### src/design/dolc_pkg.sv
// package for the dac output latch control block: field codes, command layout, reset values
// assumes every user writes dolc_pkg::name and imports nothing
package dolc_pkg;
  localparam int         CHANNELS_DEFAULT   = 8;
  localparam int         CODE_BITS_DEFAULT  = 12;
  localparam int         SYNC_STAGES        = 3;
  // upper five address bits; the value is arbitrary
  localparam logic [4:0] ADDR_UPPER_DEFAULT = 5'h0C;

  // command byte layout
  localparam int         CMD_NV_BIT         = 7;
  localparam int         CMD_CHAN_LSB       = 4;
  localparam int         CMD_FIELD_LSB      = 0;

  // field selected by a command
  localparam logic [1:0] FIELD_CODE         = 2'h0;
  localparam logic [1:0] FIELD_REF          = 2'h1;
  localparam logic [1:0] FIELD_PD           = 2'h2;
  localparam logic [1:0] FIELD_GAIN         = 2'h3;

  // reference source encodings
  localparam logic [1:0] REF_SUPPLY         = 2'h0;
  localparam logic [1:0] REF_BANDGAP        = 2'h1;
  localparam logic [1:0] REF_PIN_UNBUF      = 2'h2;
  localparam logic [1:0] REF_PIN_BUF        = 2'h3;

  // power-down termination encodings
  localparam logic [1:0] PD_NORMAL          = 2'h0;
  localparam logic [1:0] PD_LOW_OHM         = 2'h1;
  localparam logic [1:0] PD_HIGH_OHM        = 2'h2;
  localparam logic [1:0] PD_OPEN            = 2'h3;

  // reset values of buffered and active settings
  localparam logic       RST_GAIN           = 1'b0;
  localparam logic [1:0] RST_REF            = 2'h0;
  localparam logic [1:0] RST_PD             = 2'h0;
  localparam int         RST_CODE           = 0;
endpackage : dolc_pkg

### src/design/dolc_wr_if.sv
// interface carrying one decoded register write from the serial target to the latch logic
// assumes both ends sit on ref_clk; valid is a one-cycle pulse
`timescale 1ns/1ps
interface dolc_wr_if;
  logic        valid;
  logic        nv;
  logic [2:0]  chan;
  logic [1:0]  field;
  logic [15:0] data;
  modport src (output valid, output nv, output chan, output field, output data);
  modport dst (input valid, input nv, input chan, input field, input data);
endinterface : dolc_wr_if

### src/design/dac_output_latch_control.sv
// top of the dac output latch control: serial target, buffered and active channel settings
// assumes latch, address and high-voltage flags arrive asynchronously; scl is driven by the host
//
// Notes on behaviour
// - odd latch moves odd channels' buffered settings to their outputs.
// - even latch moves even channels' buffered settings to their outputs.
// - latch high: writes land in buffers, active outputs keep their settings.
// - latch falling copies buffered code, reference, power-down and gain to outputs.
// - latch low: every volatile write reaches the active outputs at once, except even channels while the high-voltage input is high.
// - a rise then fall of the latch reloads outputs from buffers.
// - high-voltage input enables nonvolatile writes and also holds the even group like the even latch.
// - serial port is target only and never drives scl.
// - sda sampled on scl rise; device changes sda on scl fall.
// - address bits zero and one come from the two select inputs.
// - reference select: supply, band gap driving pin, or pin buffered/unbuffered.
// - gain bit gives unity or double with pin or band gap reference.
// - power-down ties output to low or high pull-down or open.
// - select pins override the stored address bits zero and one.
`timescale 1ns/1ps
module dac_output_latch_control #(
  parameter int         CHANNELS          = dolc_pkg::CHANNELS_DEFAULT,
  parameter int         CODE_BITS         = dolc_pkg::CODE_BITS_DEFAULT,
  parameter logic [4:0] ADDR_UPPER        = dolc_pkg::ADDR_UPPER_DEFAULT,
  parameter bit         ADDR_PINS_PRESENT = 1'b1
) (
  input  wire logic                          ref_clk,
  input  wire logic                          sys_rst,
  input  wire logic                          scl_pin,
  input  wire logic                          sda_in,
  output logic                               sda_out,
  output logic                               sda_oe,
  input  wire logic                          even_channel_latch,
  input  wire logic                          odd_channel_latch,
  input  wire logic                          high_voltage_program_input,
  input  wire logic                          addr_select_bit_zero,
  input  wire logic                          addr_select_bit_one,
  input  wire logic                          stored_addr_bit_zero,
  input  wire logic                          stored_addr_bit_one,
  output logic [6:0]                         target_address,
  output logic [CHANNELS*CODE_BITS-1:0]      active_code,
  output logic [2*CHANNELS-1:0]              reference_source_select,
  output logic [2*CHANNELS-1:0]              powerdown_termination_select,
  output logic [CHANNELS-1:0]                output_gain_select,
  output logic [CHANNELS-1:0]                amp_drive_enable,
  output logic [CHANNELS-1:0]                pulldown_low_ohm_enable,
  output logic [CHANNELS-1:0]                pulldown_high_ohm_enable,
  output logic [CHANNELS-1:0]                gain_double,
  output logic [1:0]                         reference_pin_drive_enable,
  output logic [1:0]                         reference_pin_connect,
  output logic [1:0]                         reference_pin_buffer_enable,
  output logic                               nv_write_strobe,
  output logic [2:0]                         nv_write_chan,
  output logic [1:0]                         nv_write_field,
  output logic [15:0]                        nv_write_data
);
  localparam int NSYNC = 5;
  localparam int IX_EVEN = 0;
  localparam int IX_ODD = 1;
  localparam int IX_HV = 2;
  localparam int IX_A0 = 3;
  localparam int IX_A1 = 4;

  dolc_wr_if wr ();

  logic [NSYNC-1:0] sync1;
  logic [NSYNC-1:0] sync2;
  logic [NSYNC-1:0] sync3;
  logic [NSYNC-1:0] filt;
  logic [NSYNC-1:0] raw_in;
  logic [1:0]       latch_held;
  logic [1:0]       next_ref_drive;
  logic [1:0]       next_ref_connect;
  logic [1:0]       next_ref_buffer;

  logic [CODE_BITS-1:0] buf_code [CHANNELS];
  logic [1:0]           buf_ref  [CHANNELS];
  logic [1:0]           buf_pd   [CHANNELS];
  logic                 buf_gain [CHANNELS];
  logic [CODE_BITS-1:0] act_code [CHANNELS];
  logic [1:0]           act_ref  [CHANNELS];
  logic [1:0]           act_pd   [CHANNELS];
  logic                 act_gain [CHANNELS];

  // true when a volatile write targets this channel
  function automatic logic chan_hit(input logic v, input logic nv, input logic [2:0] c,
                                    input int idx);
    chan_hit = v && !nv && (int'(c) == idx);
  endfunction : chan_hit

  // gain only acts with the reference pin or band gap as source
  function automatic logic gain_applies(input logic [1:0] ref_sel);
    gain_applies = (ref_sel != dolc_pkg::REF_SUPPLY);
  endfunction : gain_applies

  assign raw_in = {addr_select_bit_one, addr_select_bit_zero, high_voltage_program_input,
                   odd_channel_latch, even_channel_latch};

  // three flip-flops per async input; level taken once stages two and three agree
  genvar gi;
  generate
    for (gi = 0; gi < NSYNC; gi++) begin : g_sync
      always_ff @(posedge ref_clk) begin
        if (sys_rst) begin
          sync1[gi] <= 1'b0;
          sync2[gi] <= 1'b0;
          sync3[gi] <= 1'b0;
          filt[gi]  <= 1'b0;
        end else begin
          sync1[gi] <= raw_in[gi];
          sync2[gi] <= sync1[gi];
          sync3[gi] <= sync2[gi];
          if (sync2[gi] == sync3[gi]) filt[gi] <= sync3[gi];
        end
      end
    end
  endgenerate

  // a high-voltage level on the shared pin also holds the even group
  assign latch_held[0] = filt[IX_EVEN] | filt[IX_HV];
  assign latch_held[1] = filt[IX_ODD];

  // pins win over stored bits when the package has them
  always_ff @(posedge ref_clk) begin
    if (sys_rst) begin
      target_address <= {ADDR_UPPER, 2'h0};
    end else if (ADDR_PINS_PRESENT) begin
      target_address <= {ADDR_UPPER, filt[IX_A1], filt[IX_A0]};
    end else begin
      target_address <= {ADDR_UPPER, stored_addr_bit_one, stored_addr_bit_zero};
    end
  end

  // open-drain data line; the block never drives the clock line
  assign sda_out = 1'b0;

  dolc_i2c_target u_target (
    .ref_clk     (ref_clk),
    .sys_rst     (sys_rst),
    .scl_pin     (scl_pin),
    .sda_pin_in  (sda_in),
    .sda_pin_oe  (sda_oe),
    .own_address (target_address),
    .wr          (wr.src)
  );

  genvar ch;
  generate
    for (ch = 0; ch < CHANNELS; ch++) begin : g_ch
      // even channels follow the even latch, odd channels the odd latch
      localparam int GRP = ch % 2;

      always_ff @(posedge ref_clk) begin
        if (sys_rst) begin
          buf_code[ch] <= CODE_BITS'(dolc_pkg::RST_CODE);
          buf_ref[ch]  <= dolc_pkg::RST_REF;
          buf_pd[ch]   <= dolc_pkg::RST_PD;
          buf_gain[ch] <= dolc_pkg::RST_GAIN;
        end else if (chan_hit(wr.valid, wr.nv, wr.chan, ch)) begin
          case (wr.field)
            dolc_pkg::FIELD_CODE: begin
              buf_code[ch] <= wr.data[CODE_BITS-1:0];
            end
            dolc_pkg::FIELD_REF: begin
              buf_ref[ch] <= wr.data[1:0];
            end
            dolc_pkg::FIELD_PD: begin
              buf_pd[ch] <= wr.data[1:0];
            end
            default: begin
              buf_gain[ch] <= wr.data[0];
            end
          endcase
        end
      end

      // level-sensitive transfer: held high freezes, low follows the buffers
      always_ff @(posedge ref_clk) begin
        if (sys_rst) begin
          act_code[ch] <= CODE_BITS'(dolc_pkg::RST_CODE);
          act_ref[ch]  <= dolc_pkg::RST_REF;
          act_pd[ch]   <= dolc_pkg::RST_PD;
          act_gain[ch] <= dolc_pkg::RST_GAIN;
        end else if (!latch_held[GRP]) begin
          act_code[ch] <= buf_code[ch];
          act_ref[ch]  <= buf_ref[ch];
          act_pd[ch]   <= buf_pd[ch];
          act_gain[ch] <= buf_gain[ch];
        end
      end

      // analog controls derived from the active settings
      always_ff @(posedge ref_clk) begin
        if (sys_rst) begin
          amp_drive_enable[ch]         <= 1'b0;
          pulldown_low_ohm_enable[ch]  <= 1'b0;
          pulldown_high_ohm_enable[ch] <= 1'b0;
          gain_double[ch]              <= 1'b0;
        end else begin
          amp_drive_enable[ch]         <= (act_pd[ch] == dolc_pkg::PD_NORMAL);
          pulldown_low_ohm_enable[ch]  <= (act_pd[ch] == dolc_pkg::PD_LOW_OHM);
          pulldown_high_ohm_enable[ch] <= (act_pd[ch] == dolc_pkg::PD_HIGH_OHM);
          gain_double[ch]              <= act_gain[ch] & gain_applies(act_ref[ch]);
        end
      end

      assign active_code[ch*CODE_BITS +: CODE_BITS]     = act_code[ch];
      assign reference_source_select[2*ch +: 2]         = act_ref[ch];
      assign powerdown_termination_select[2*ch +: 2]    = act_pd[ch];
      assign output_gain_select[ch]                     = act_gain[ch];
    end
  endgenerate

  // reference pin g serves the channels of group g
  always_comb begin
    next_ref_drive   = 2'h0;
    next_ref_connect = 2'h0;
    next_ref_buffer  = 2'h0;
    for (int i = 0; i < CHANNELS; i++) begin
      if (act_ref[i] == dolc_pkg::REF_BANDGAP) begin
        next_ref_drive[i%2] = 1'b1;
      end else if (act_ref[i] == dolc_pkg::REF_PIN_BUF) begin
        next_ref_connect[i%2] = 1'b1;
        next_ref_buffer[i%2]  = 1'b1;
      end else if (act_ref[i] == dolc_pkg::REF_PIN_UNBUF) begin
        next_ref_connect[i%2] = 1'b1;
      end
    end
  end

  always_ff @(posedge ref_clk) begin
    if (sys_rst) begin
      reference_pin_drive_enable  <= 2'h0;
      reference_pin_connect       <= 2'h0;
      reference_pin_buffer_enable <= 2'h0;
    end else begin
      reference_pin_drive_enable  <= next_ref_drive;
      reference_pin_connect       <= next_ref_connect;
      reference_pin_buffer_enable <= next_ref_buffer;
    end
  end

  // nonvolatile writes pass only while the high-voltage flag is present
  always_ff @(posedge ref_clk) begin
    if (sys_rst) begin
      nv_write_strobe <= 1'b0;
      nv_write_chan   <= 3'h0;
      nv_write_field  <= 2'h0;
      nv_write_data   <= 16'h0000;
    end else begin
      nv_write_strobe <= wr.valid & wr.nv & filt[IX_HV];
      if (wr.valid && wr.nv && filt[IX_HV]) begin
        nv_write_chan  <= wr.chan;
        nv_write_field <= wr.field;
        nv_write_data  <= wr.data;
      end
    end
  end
endmodule : dac_output_latch_control

### src/design/dolc_i2c_target.sv
// i2c target engine: address match, command byte, data byte pairs, write pulses
// assumes scl and sda arrive asynchronously and are sampled by ref_clk
`timescale 1ns/1ps
module dolc_i2c_target (
  input  wire logic       ref_clk,
  input  wire logic       sys_rst,
  input  wire logic       scl_pin,
  input  wire logic       sda_pin_in,
  output logic            sda_pin_oe,
  input  wire logic [6:0] own_address,
  dolc_wr_if.src          wr
);
  typedef enum {DOLC_IDLE, DOLC_BITS, DOLC_ACK} dolc_bit_state_t;
  typedef enum {DOLC_ADDR, DOLC_CMD, DOLC_HI, DOLC_LO} dolc_byte_stage_t;

  dolc_bit_state_t  state;
  dolc_byte_stage_t stage;
  logic [dolc_pkg::SYNC_STAGES-1:0] scl_s;
  logic [dolc_pkg::SYNC_STAGES-1:0] sda_s;
  logic       scl_f;
  logic       sda_f;
  logic       scl_prev;
  logic       sda_prev;
  logic [3:0] bit_cnt;
  logic [7:0] shreg;
  logic [7:0] cmd;
  logic [7:0] hi_byte;
  logic       scl_rise;
  logic       scl_fall;
  logic       start_seen;
  logic       stop_seen;

  // three-stage sampling, a level counts once stages two and three agree
  always_ff @(posedge ref_clk) begin
    if (sys_rst) begin
      scl_s    <= '1;
      sda_s    <= '1;
      scl_f    <= 1'b1;
      sda_f    <= 1'b1;
      scl_prev <= 1'b1;
      sda_prev <= 1'b1;
    end else begin
      scl_s    <= {scl_s[1:0], scl_pin};
      sda_s    <= {sda_s[1:0], sda_pin_in};
      if (scl_s[1] == scl_s[2]) scl_f <= scl_s[2];
      if (sda_s[1] == sda_s[2]) sda_f <= sda_s[2];
      scl_prev <= scl_f;
      sda_prev <= sda_f;
    end
  end

  assign scl_rise   = scl_f & ~scl_prev;
  assign scl_fall   = ~scl_f & scl_prev;
  assign start_seen = scl_f & scl_prev & sda_prev & ~sda_f;
  assign stop_seen  = scl_f & scl_prev & ~sda_prev & sda_f;

  always_ff @(posedge ref_clk) begin
    if (sys_rst) begin
      state      <= DOLC_IDLE;
      stage      <= DOLC_ADDR;
      sda_pin_oe <= 1'b0;
      bit_cnt    <= 4'h0;
      shreg      <= 8'h00;
      cmd        <= 8'h00;
      hi_byte    <= 8'h00;
      wr.valid   <= 1'b0;
      wr.nv      <= 1'b0;
      wr.chan    <= 3'h0;
      wr.field   <= 2'h0;
      wr.data    <= 16'h0000;
    end else begin
      wr.valid <= 1'b0;
      if (start_seen) begin
        state      <= DOLC_BITS;
        stage      <= DOLC_ADDR;
        bit_cnt    <= 4'h0;
        sda_pin_oe <= 1'b0;
      end else if (stop_seen) begin
        state      <= DOLC_IDLE;
        sda_pin_oe <= 1'b0;
      end else begin
        case (state)
          DOLC_BITS: begin
            if (scl_rise && bit_cnt != 4'h8) begin
              shreg   <= {shreg[6:0], sda_f};
              bit_cnt <= bit_cnt + 4'h1;
            end else if (scl_fall && bit_cnt == 4'h8) begin
              bit_cnt <= 4'h0;
              if (stage == DOLC_ADDR) begin
                // only writes to our own address are acknowledged
                if (shreg[7:1] == own_address && !shreg[0]) begin
                  sda_pin_oe <= 1'b1;
                  state      <= DOLC_ACK;
                  stage      <= DOLC_CMD;
                end else begin
                  state <= DOLC_IDLE;
                end
              end else begin
                sda_pin_oe <= 1'b1;
                state      <= DOLC_ACK;
                case (stage)
                  DOLC_CMD: begin
                    cmd   <= shreg;
                    stage <= DOLC_HI;
                  end
                  DOLC_HI: begin
                    hi_byte <= shreg;
                    stage   <= DOLC_LO;
                  end
                  default: begin
                    wr.valid <= 1'b1;
                    wr.nv    <= cmd[dolc_pkg::CMD_NV_BIT];
                    wr.chan  <= cmd[dolc_pkg::CMD_CHAN_LSB +: 3];
                    wr.field <= cmd[dolc_pkg::CMD_FIELD_LSB +: 2];
                    wr.data  <= {hi_byte, shreg};
                    stage    <= DOLC_HI;
                  end
                endcase
              end
            end
          end
          DOLC_ACK: begin
            if (scl_fall) begin
              sda_pin_oe <= 1'b0;
              state      <= DOLC_BITS;
            end
          end
          default: begin
            state <= DOLC_IDLE;
          end
        endcase
      end
    end
  end
endmodule : dolc_i2c_target

### config.mk
export PLATFORM = sky130hd
export DESIGN_NAME = dac_output_latch_control
export DESIGN_NICKNAME = d
export VERILOG_FILES = /design/src/design/dolc_pkg.sv /design/src/design/dolc_wr_if.sv /design/src/design/dac_output_latch_control.sv /design/src/design/dolc_i2c_target.sv
export SDC_FILE = /design/constraint.sdc
export NUM_CORES = 1
export LEC_CHECK = 0
export BUFFER_PORTS_ARGS = -buffer_cell sky130_fd_sc_hd__buf_4
export CAP_MARGIN = 20
export CORE_AREA = 2 2 214 216
export CTS_CLUSTER_SIZE = 20
export DETAILED_ROUTE_END_ITERATION = 10
export DIE_AREA = 0 0 216 218
export PLACE_DENSITY = 0.52
export SLEW_MARGIN = 25
export SYNTH_ARGS = -nofsm -noshare
export SYNTH_HDL_FRONTEND = slang
export SYNTH_SLANG_ARGS = --single-unit
### constraint.sdc
create_clock -name ref_clk -period 13.51 [get_ports ref_clk]
set_clock_uncertainty 0.2 [all_clocks]
set_input_delay 4.053 -clock ref_clk [delete_from_list [all_inputs] [get_ports ref_clk]]
set_output_delay 4.053 -clock ref_clk [all_outputs]
set_load 0.01 [all_outputs]
* After elaboration in Yosys (flattened, before gate mapping)
Memories as Yosys holds them, arrays and structs flattened.
Cells that the tools add are included.
** Word-level totals
- Register bits after elaboration :: 213
- RAM bits :: 272
- Input bits :: 11
- Output and inout bits :: 205
- Word-level logic and storage cells :: 544
- Memories kept :: 8
** Memory list
- act_code :: depth 8, bits a word 12, rd ports 8, clocked after memory_dff 0, wr ports 8, line dac_output_latch_control.sv:79 : logic [CODE_BITS-1:0] act_code [CHANNELS];
- buf_code :: depth 8, bits a word 12, rd ports 8, clocked after memory_dff 0, wr ports 8, line dac_output_latch_control.sv:75 : logic [CODE_BITS-1:0] buf_code [CHANNELS];
- act_pd :: depth 8, bits a word 2, rd ports 8, clocked after memory_dff 0, wr ports 8, line dac_output_latch_control.sv:81 : logic [1:0] act_pd [CHANNELS];
- act_ref :: depth 8, bits a word 2, rd ports 8, clocked after memory_dff 0, wr ports 8, line dac_output_latch_control.sv:80 : logic [1:0] act_ref [CHANNELS];
- buf_pd :: depth 8, bits a word 2, rd ports 8, clocked after memory_dff 0, wr ports 8, line dac_output_latch_control.sv:77 : logic [1:0] buf_pd [CHANNELS];
- buf_ref :: depth 8, bits a word 2, rd ports 8, clocked after memory_dff 0, wr ports 8, line dac_output_latch_control.sv:76 : logic [1:0] buf_ref [CHANNELS];
- 2 more memories
** Cells by class
- $add $sub $neg :: 1
- Eq/ne operators :: 71
- Mux-type cells :: 240
- Bitwise gates (word level) :: 93
- Reduce and logical (&&, ||, !) cells :: 51
** Operators with widths (number)
- $mux 12 :: 16
- $mux 1 :: 181
- $mux 32 :: 5
- $mux 2 :: 34
- $or 1x1->1 :: 65
- $eq 32x1->1 const B :: 2
- $eq 32x2->1 const B :: 2
- $pmux 32 s2 :: 1
- $eq 2x2->1 const B :: 25
- $eq 2x1->1 const B :: 17
- $logic_not 32->1 :: 1
- $reduce_and 7->1 :: 3
- $reduce_bool 2->1 :: 10
- $logic_not 2->1 :: 9
- $and 1x1->1 :: 17
- $logic_and 1x1->1 :: 14
- $eq 3x3->1 const B :: 4
- $not 1->1 :: 11
- $reduce_and 5->1 :: 2
- $reduce_and 3->1 :: 3
- $mux 4 :: 2
- $ne 4x1->1 const B :: 2
- $eq 1x1->1 :: 7
- $eq 7x7->1 :: 1
- other kinds (16) :: 22

* Logic depth before layout (Yosys ltp)
An unclocked memory read counts as a cell.
- Depth after elaboration :: 14
- Gate-level depth with buffers :: 8
- Mapped depth without buffers :: 6

* Modules after synthesis
From an unflattened synthesis, not the netlist that was laid out.
** Second synthesis, totals
- Cell total of the unflattened synthesis :: 1241
- Area, all modules :: 16178.0 µm²
** By module, submodules not included
- dac_output_latch_control :: instances 1, cells each 953, area each 13631.8 µm², seq. area each 9809.4 µm²
- dolc_i2c_target :: instances 1, cells each 288, area each 2546.2 µm², seq. area each 1281.2 µm²

* Worst setup path before layout
OpenSTA, ideal clock, no wires.
- Kind :: input to register
- From :: in sys_rst
- To :: mem act_code[0][0] (netlist bit) (enable)
- Setup time :: 0.508 ns
- Arrival :: 6.509 ns
- Data required time :: 12.802 ns
- Setup slack :: 6.293 ns
- Stages :: 4
- Path buffers :: 3
- Path through :: clkbuf_1 > clkbuf_1 > clkbuf_1 > o21bai_1
** RTL lines
- start, declared :: line dac_output_latch_control.sv:27 : input wire logic sys_rst,
- end, declared :: line dac_output_latch_control.sv:79

==> reports/results.tsv <==
metric	value	unit
global route total overflow	0	
status	finished clean	
Seq/Total Area, Yosys	71.38	%
Post-Route WL	34.28	mm
worst reg2reg path startpoint	u_target.wr.valid	
vias per cell	4.514	
final hold viol count	0	
Period minus WS final	5769	ps
RSZ-0062 raised after global routing	false	
number of synthesized flops with an enable pin	272	
LEAKAGE	7.400	nW
clk_lat worst skew	570	ps
Post-CTS Setup Repair Bufs	0	
critical path type	input pin to flip-flop	
post-synth top area share	52.57	%
worst min path class	flip-flop to flip-flop	
post-cts resize count	0	
largest net degree at the start of global routing	97	
clock root buffer	clkbuf_16	
CTS H-Tree Depth	2	
wire length per cell	17.11	um
Synth area leader	edfxtp_1	
Max Fclk	0.1733	GHz
final setup TNS	0	ps
Syn Inst Count	1184	
slew of the pin with the lowest slew margin	973.3	ps
Finish-stage setup viols	0	
CTS clk-pin slew, worst paths	60	ps
number of CTS-inserted buffers	44	
core area	44890	um^2
Netlist cell types	47	
routed vias	9047	
Remaining DRCs	0	
Worst setup SP type	input pin	
WP data required	13600	ps
FF+latch count, synth	418	
top cells by area, synth	edfxtp_1, dfxtp_1, and2_1	
initial core utilization	34.61	%
routability congestion estimate	0.7111	
num rows	78	
Cell Area, Placed	17610	um^2
die width	216	um
number of global-route vias before repair	8857	
initial antenna violation count	4	
GRT Util Overall	14.58	%
layout cells sized above 1	21.77	%
hold_sp	u_target.scl_s[0]	
Synth warnings	0	
# hold bufs at CTS	0	
Post-Syn Area	15540	um^2
global-route wire length before repair	52.60	mm
I/O pin count	216	
Sinks on Clock Net	418	
Avg Cell Area, Syn	13.12	um^2
Max Cap Viol	0	
NumNets Final	1384	
drt initial violations	556	
Area Overhead vs Synth	22.75	%
Routed Antenna Nets	0	
Slew HR	35.11	%
hpwl dp	21.87	mm
Slew Viols, Final	0	
CP startpoint	sys_rst	
PwrDens	140.9	nW/um^2
FFs w/ async S/R, synth	0	%
full die area	47090	um^2
crit path DAT	5860	ps
worst vdd ir	0.07771	mV
TritonCTS clock tree	done	
clock buffer depth	3	
Most used DFF post-synth	edfxtp_1	
final cycle utilization of the critical path	42.70	%
PortBufs	207	
CP endpoint kind	flip-flop	
Worst Path Max Fanout	96	
Vert. Die Dim	218	um
first-pass detailed-route iteration total	4	
Finished Cell Area	19070	um^2
[cells in the mapped netlist (2+ instances only)]
cell type	number
ha_1	7
nor2b_1	21
o22ai_1	3
and2_1	225
nor2_1	81
a22oi_1	4
edfxtp_1	272
nor4_4	3
conb_1	2
inv_1	19
o21bai_1	35
buf_4	8
and3b_1	2
nand3_1	6
clkbuf_1	67
buf_2	2
or3_1	2
nor3b_1	26
mux2i_1	38
xor2_1	3
buf_1	3
nand2_1	77
or2_2	12
a21oi_1	42
a41oi_1	2
nor4_1	2
o21ai_0	7
nor3_1	42
a221oi_1	2
dfxtp_1	146
nand2b_1	6
xnor2_1	2
[kinds of logic (layout without fill, tap and decap cells)]
group	Yosys count	after routing	synth area share [%]
adders and majority gates	7	7	0.5637
AOI/OAI and AO/OA	103	103	4.244
buffers and inverters	100	313	2.674
DFF	418	418	71.38
muxes	38	38	2.448
other	2	9	0.04833
xor gates and xnor gates	5	5	0.2819
and+or+nand+nor	511	511	18.36
[metrics by stage]
| step | total power [mW] | util, % | worst slack (ps) | cells | hold slack (ps) |
|---|---|---|---|---|---|
| 2_1_floorplan | 1.475 | - | 6293 | 1188 | 189.5 |
| 3_3_place_gp | 1.521 | 39.19 | 7036 | 1920 | 195.5 |
| 3_5_place_dp | 1.522 | 39.23 | 6966 | 1920 | 197.8 |
| 4_1_cts | 2.728 | 42.45 | 7589 | 2001 | 212.1 |
| 5_1_grt | 2.792 | 42.47 | 7545 | 2001 | 218.8 |
| 6_report | 2.688 | 42.48 | 7741 | 2004 | 209.8 |
[area by class of cell]
type,instances,area (um^2)
Clock inverter,18,170.2
Tap cell,600,750.7
Sequential cell,418,11090
Antenna cell,3,7.507
Clock buffer,63,1275
Inverter,19,71.32
Multi-Input combinational cell,670,4104
Fill cell,4200,25820
Timing Repair Buffer,213,1603
[worst max-delay path, cell delays in order]
cell      delay (ps)
buf_6            520
nand2b_1         780
or2_2            390
nor2_1            60
[cell usage in the layout, fill, tap and decap left out, types with 6 or more instances in the layout]
cell	count
clkbuf_1	11
o21bai_2	7
o21bai_1	27
clkinv_2	6
nand3_1	6
nor2b_1	21
nor2_1	80
clkinv_1	7
nand2_1	77
o21ai_0	7
nor3b_1	26
mux2i_1	38
a21oi_1	42
clkbuf_8	6
inv_1	19
nor3_1	41
dfxtp_1	146
or2_2	12
ha_1	7
conb_1	6
clkbuf_16	46
and2_1	225
edfxtp_1	272
buf_4	212
[metal layers]
metal	vias to the layer above	wire (um)	GRT usage (%)	part of all wire, %
met5	-	0	0	0
met4	0	729	4.863	2.1
met3	50	1396	2.469	4.1
met2	173	16650	24.05	49
met1	4396	15510	19.57	45
li1	4428	-	-	-
[power by group]
part,leakage [nW],switching (mW),internal (mW)
clock network,0.707,0.483,0.713
registers,4.21,0.0141,1.39
logic,2.48,0.0477,0.0394
[worst paths after layout]
check | slack (ps) | endpoint | depth (start not counted)
worst max-delay path | 7740 | buf_code[1][0] | 4
worst min-delay path | 210 | u_target.scl_s[1] | 1
worst max register to register | 10970 | buf_code[0][38] | 3
worst min register to register | 210 | u_target.scl_s[1] | 1
[sequential cells by signal, indices dropped and copies added (netlist names), 6 cells and up]
name / flops
act_code: 96
act_gain: 8
act_pd: 16
act_ref: 16
amp_drive_enable: 8
buf_code: 96
buf_gain: 8
buf_pd: 16
buf_ref: 16
gain_double: 8
nv_write_data: 16
pulldown_high_ohm_enable: 8
pulldown_low_ohm_enable: 8
u_target.cmd: 6
u_target.hi_byte: 8
u_target.shreg: 8
u_target.wr.data: 16
Note: power is estimated with default switching activity, not from simulation.
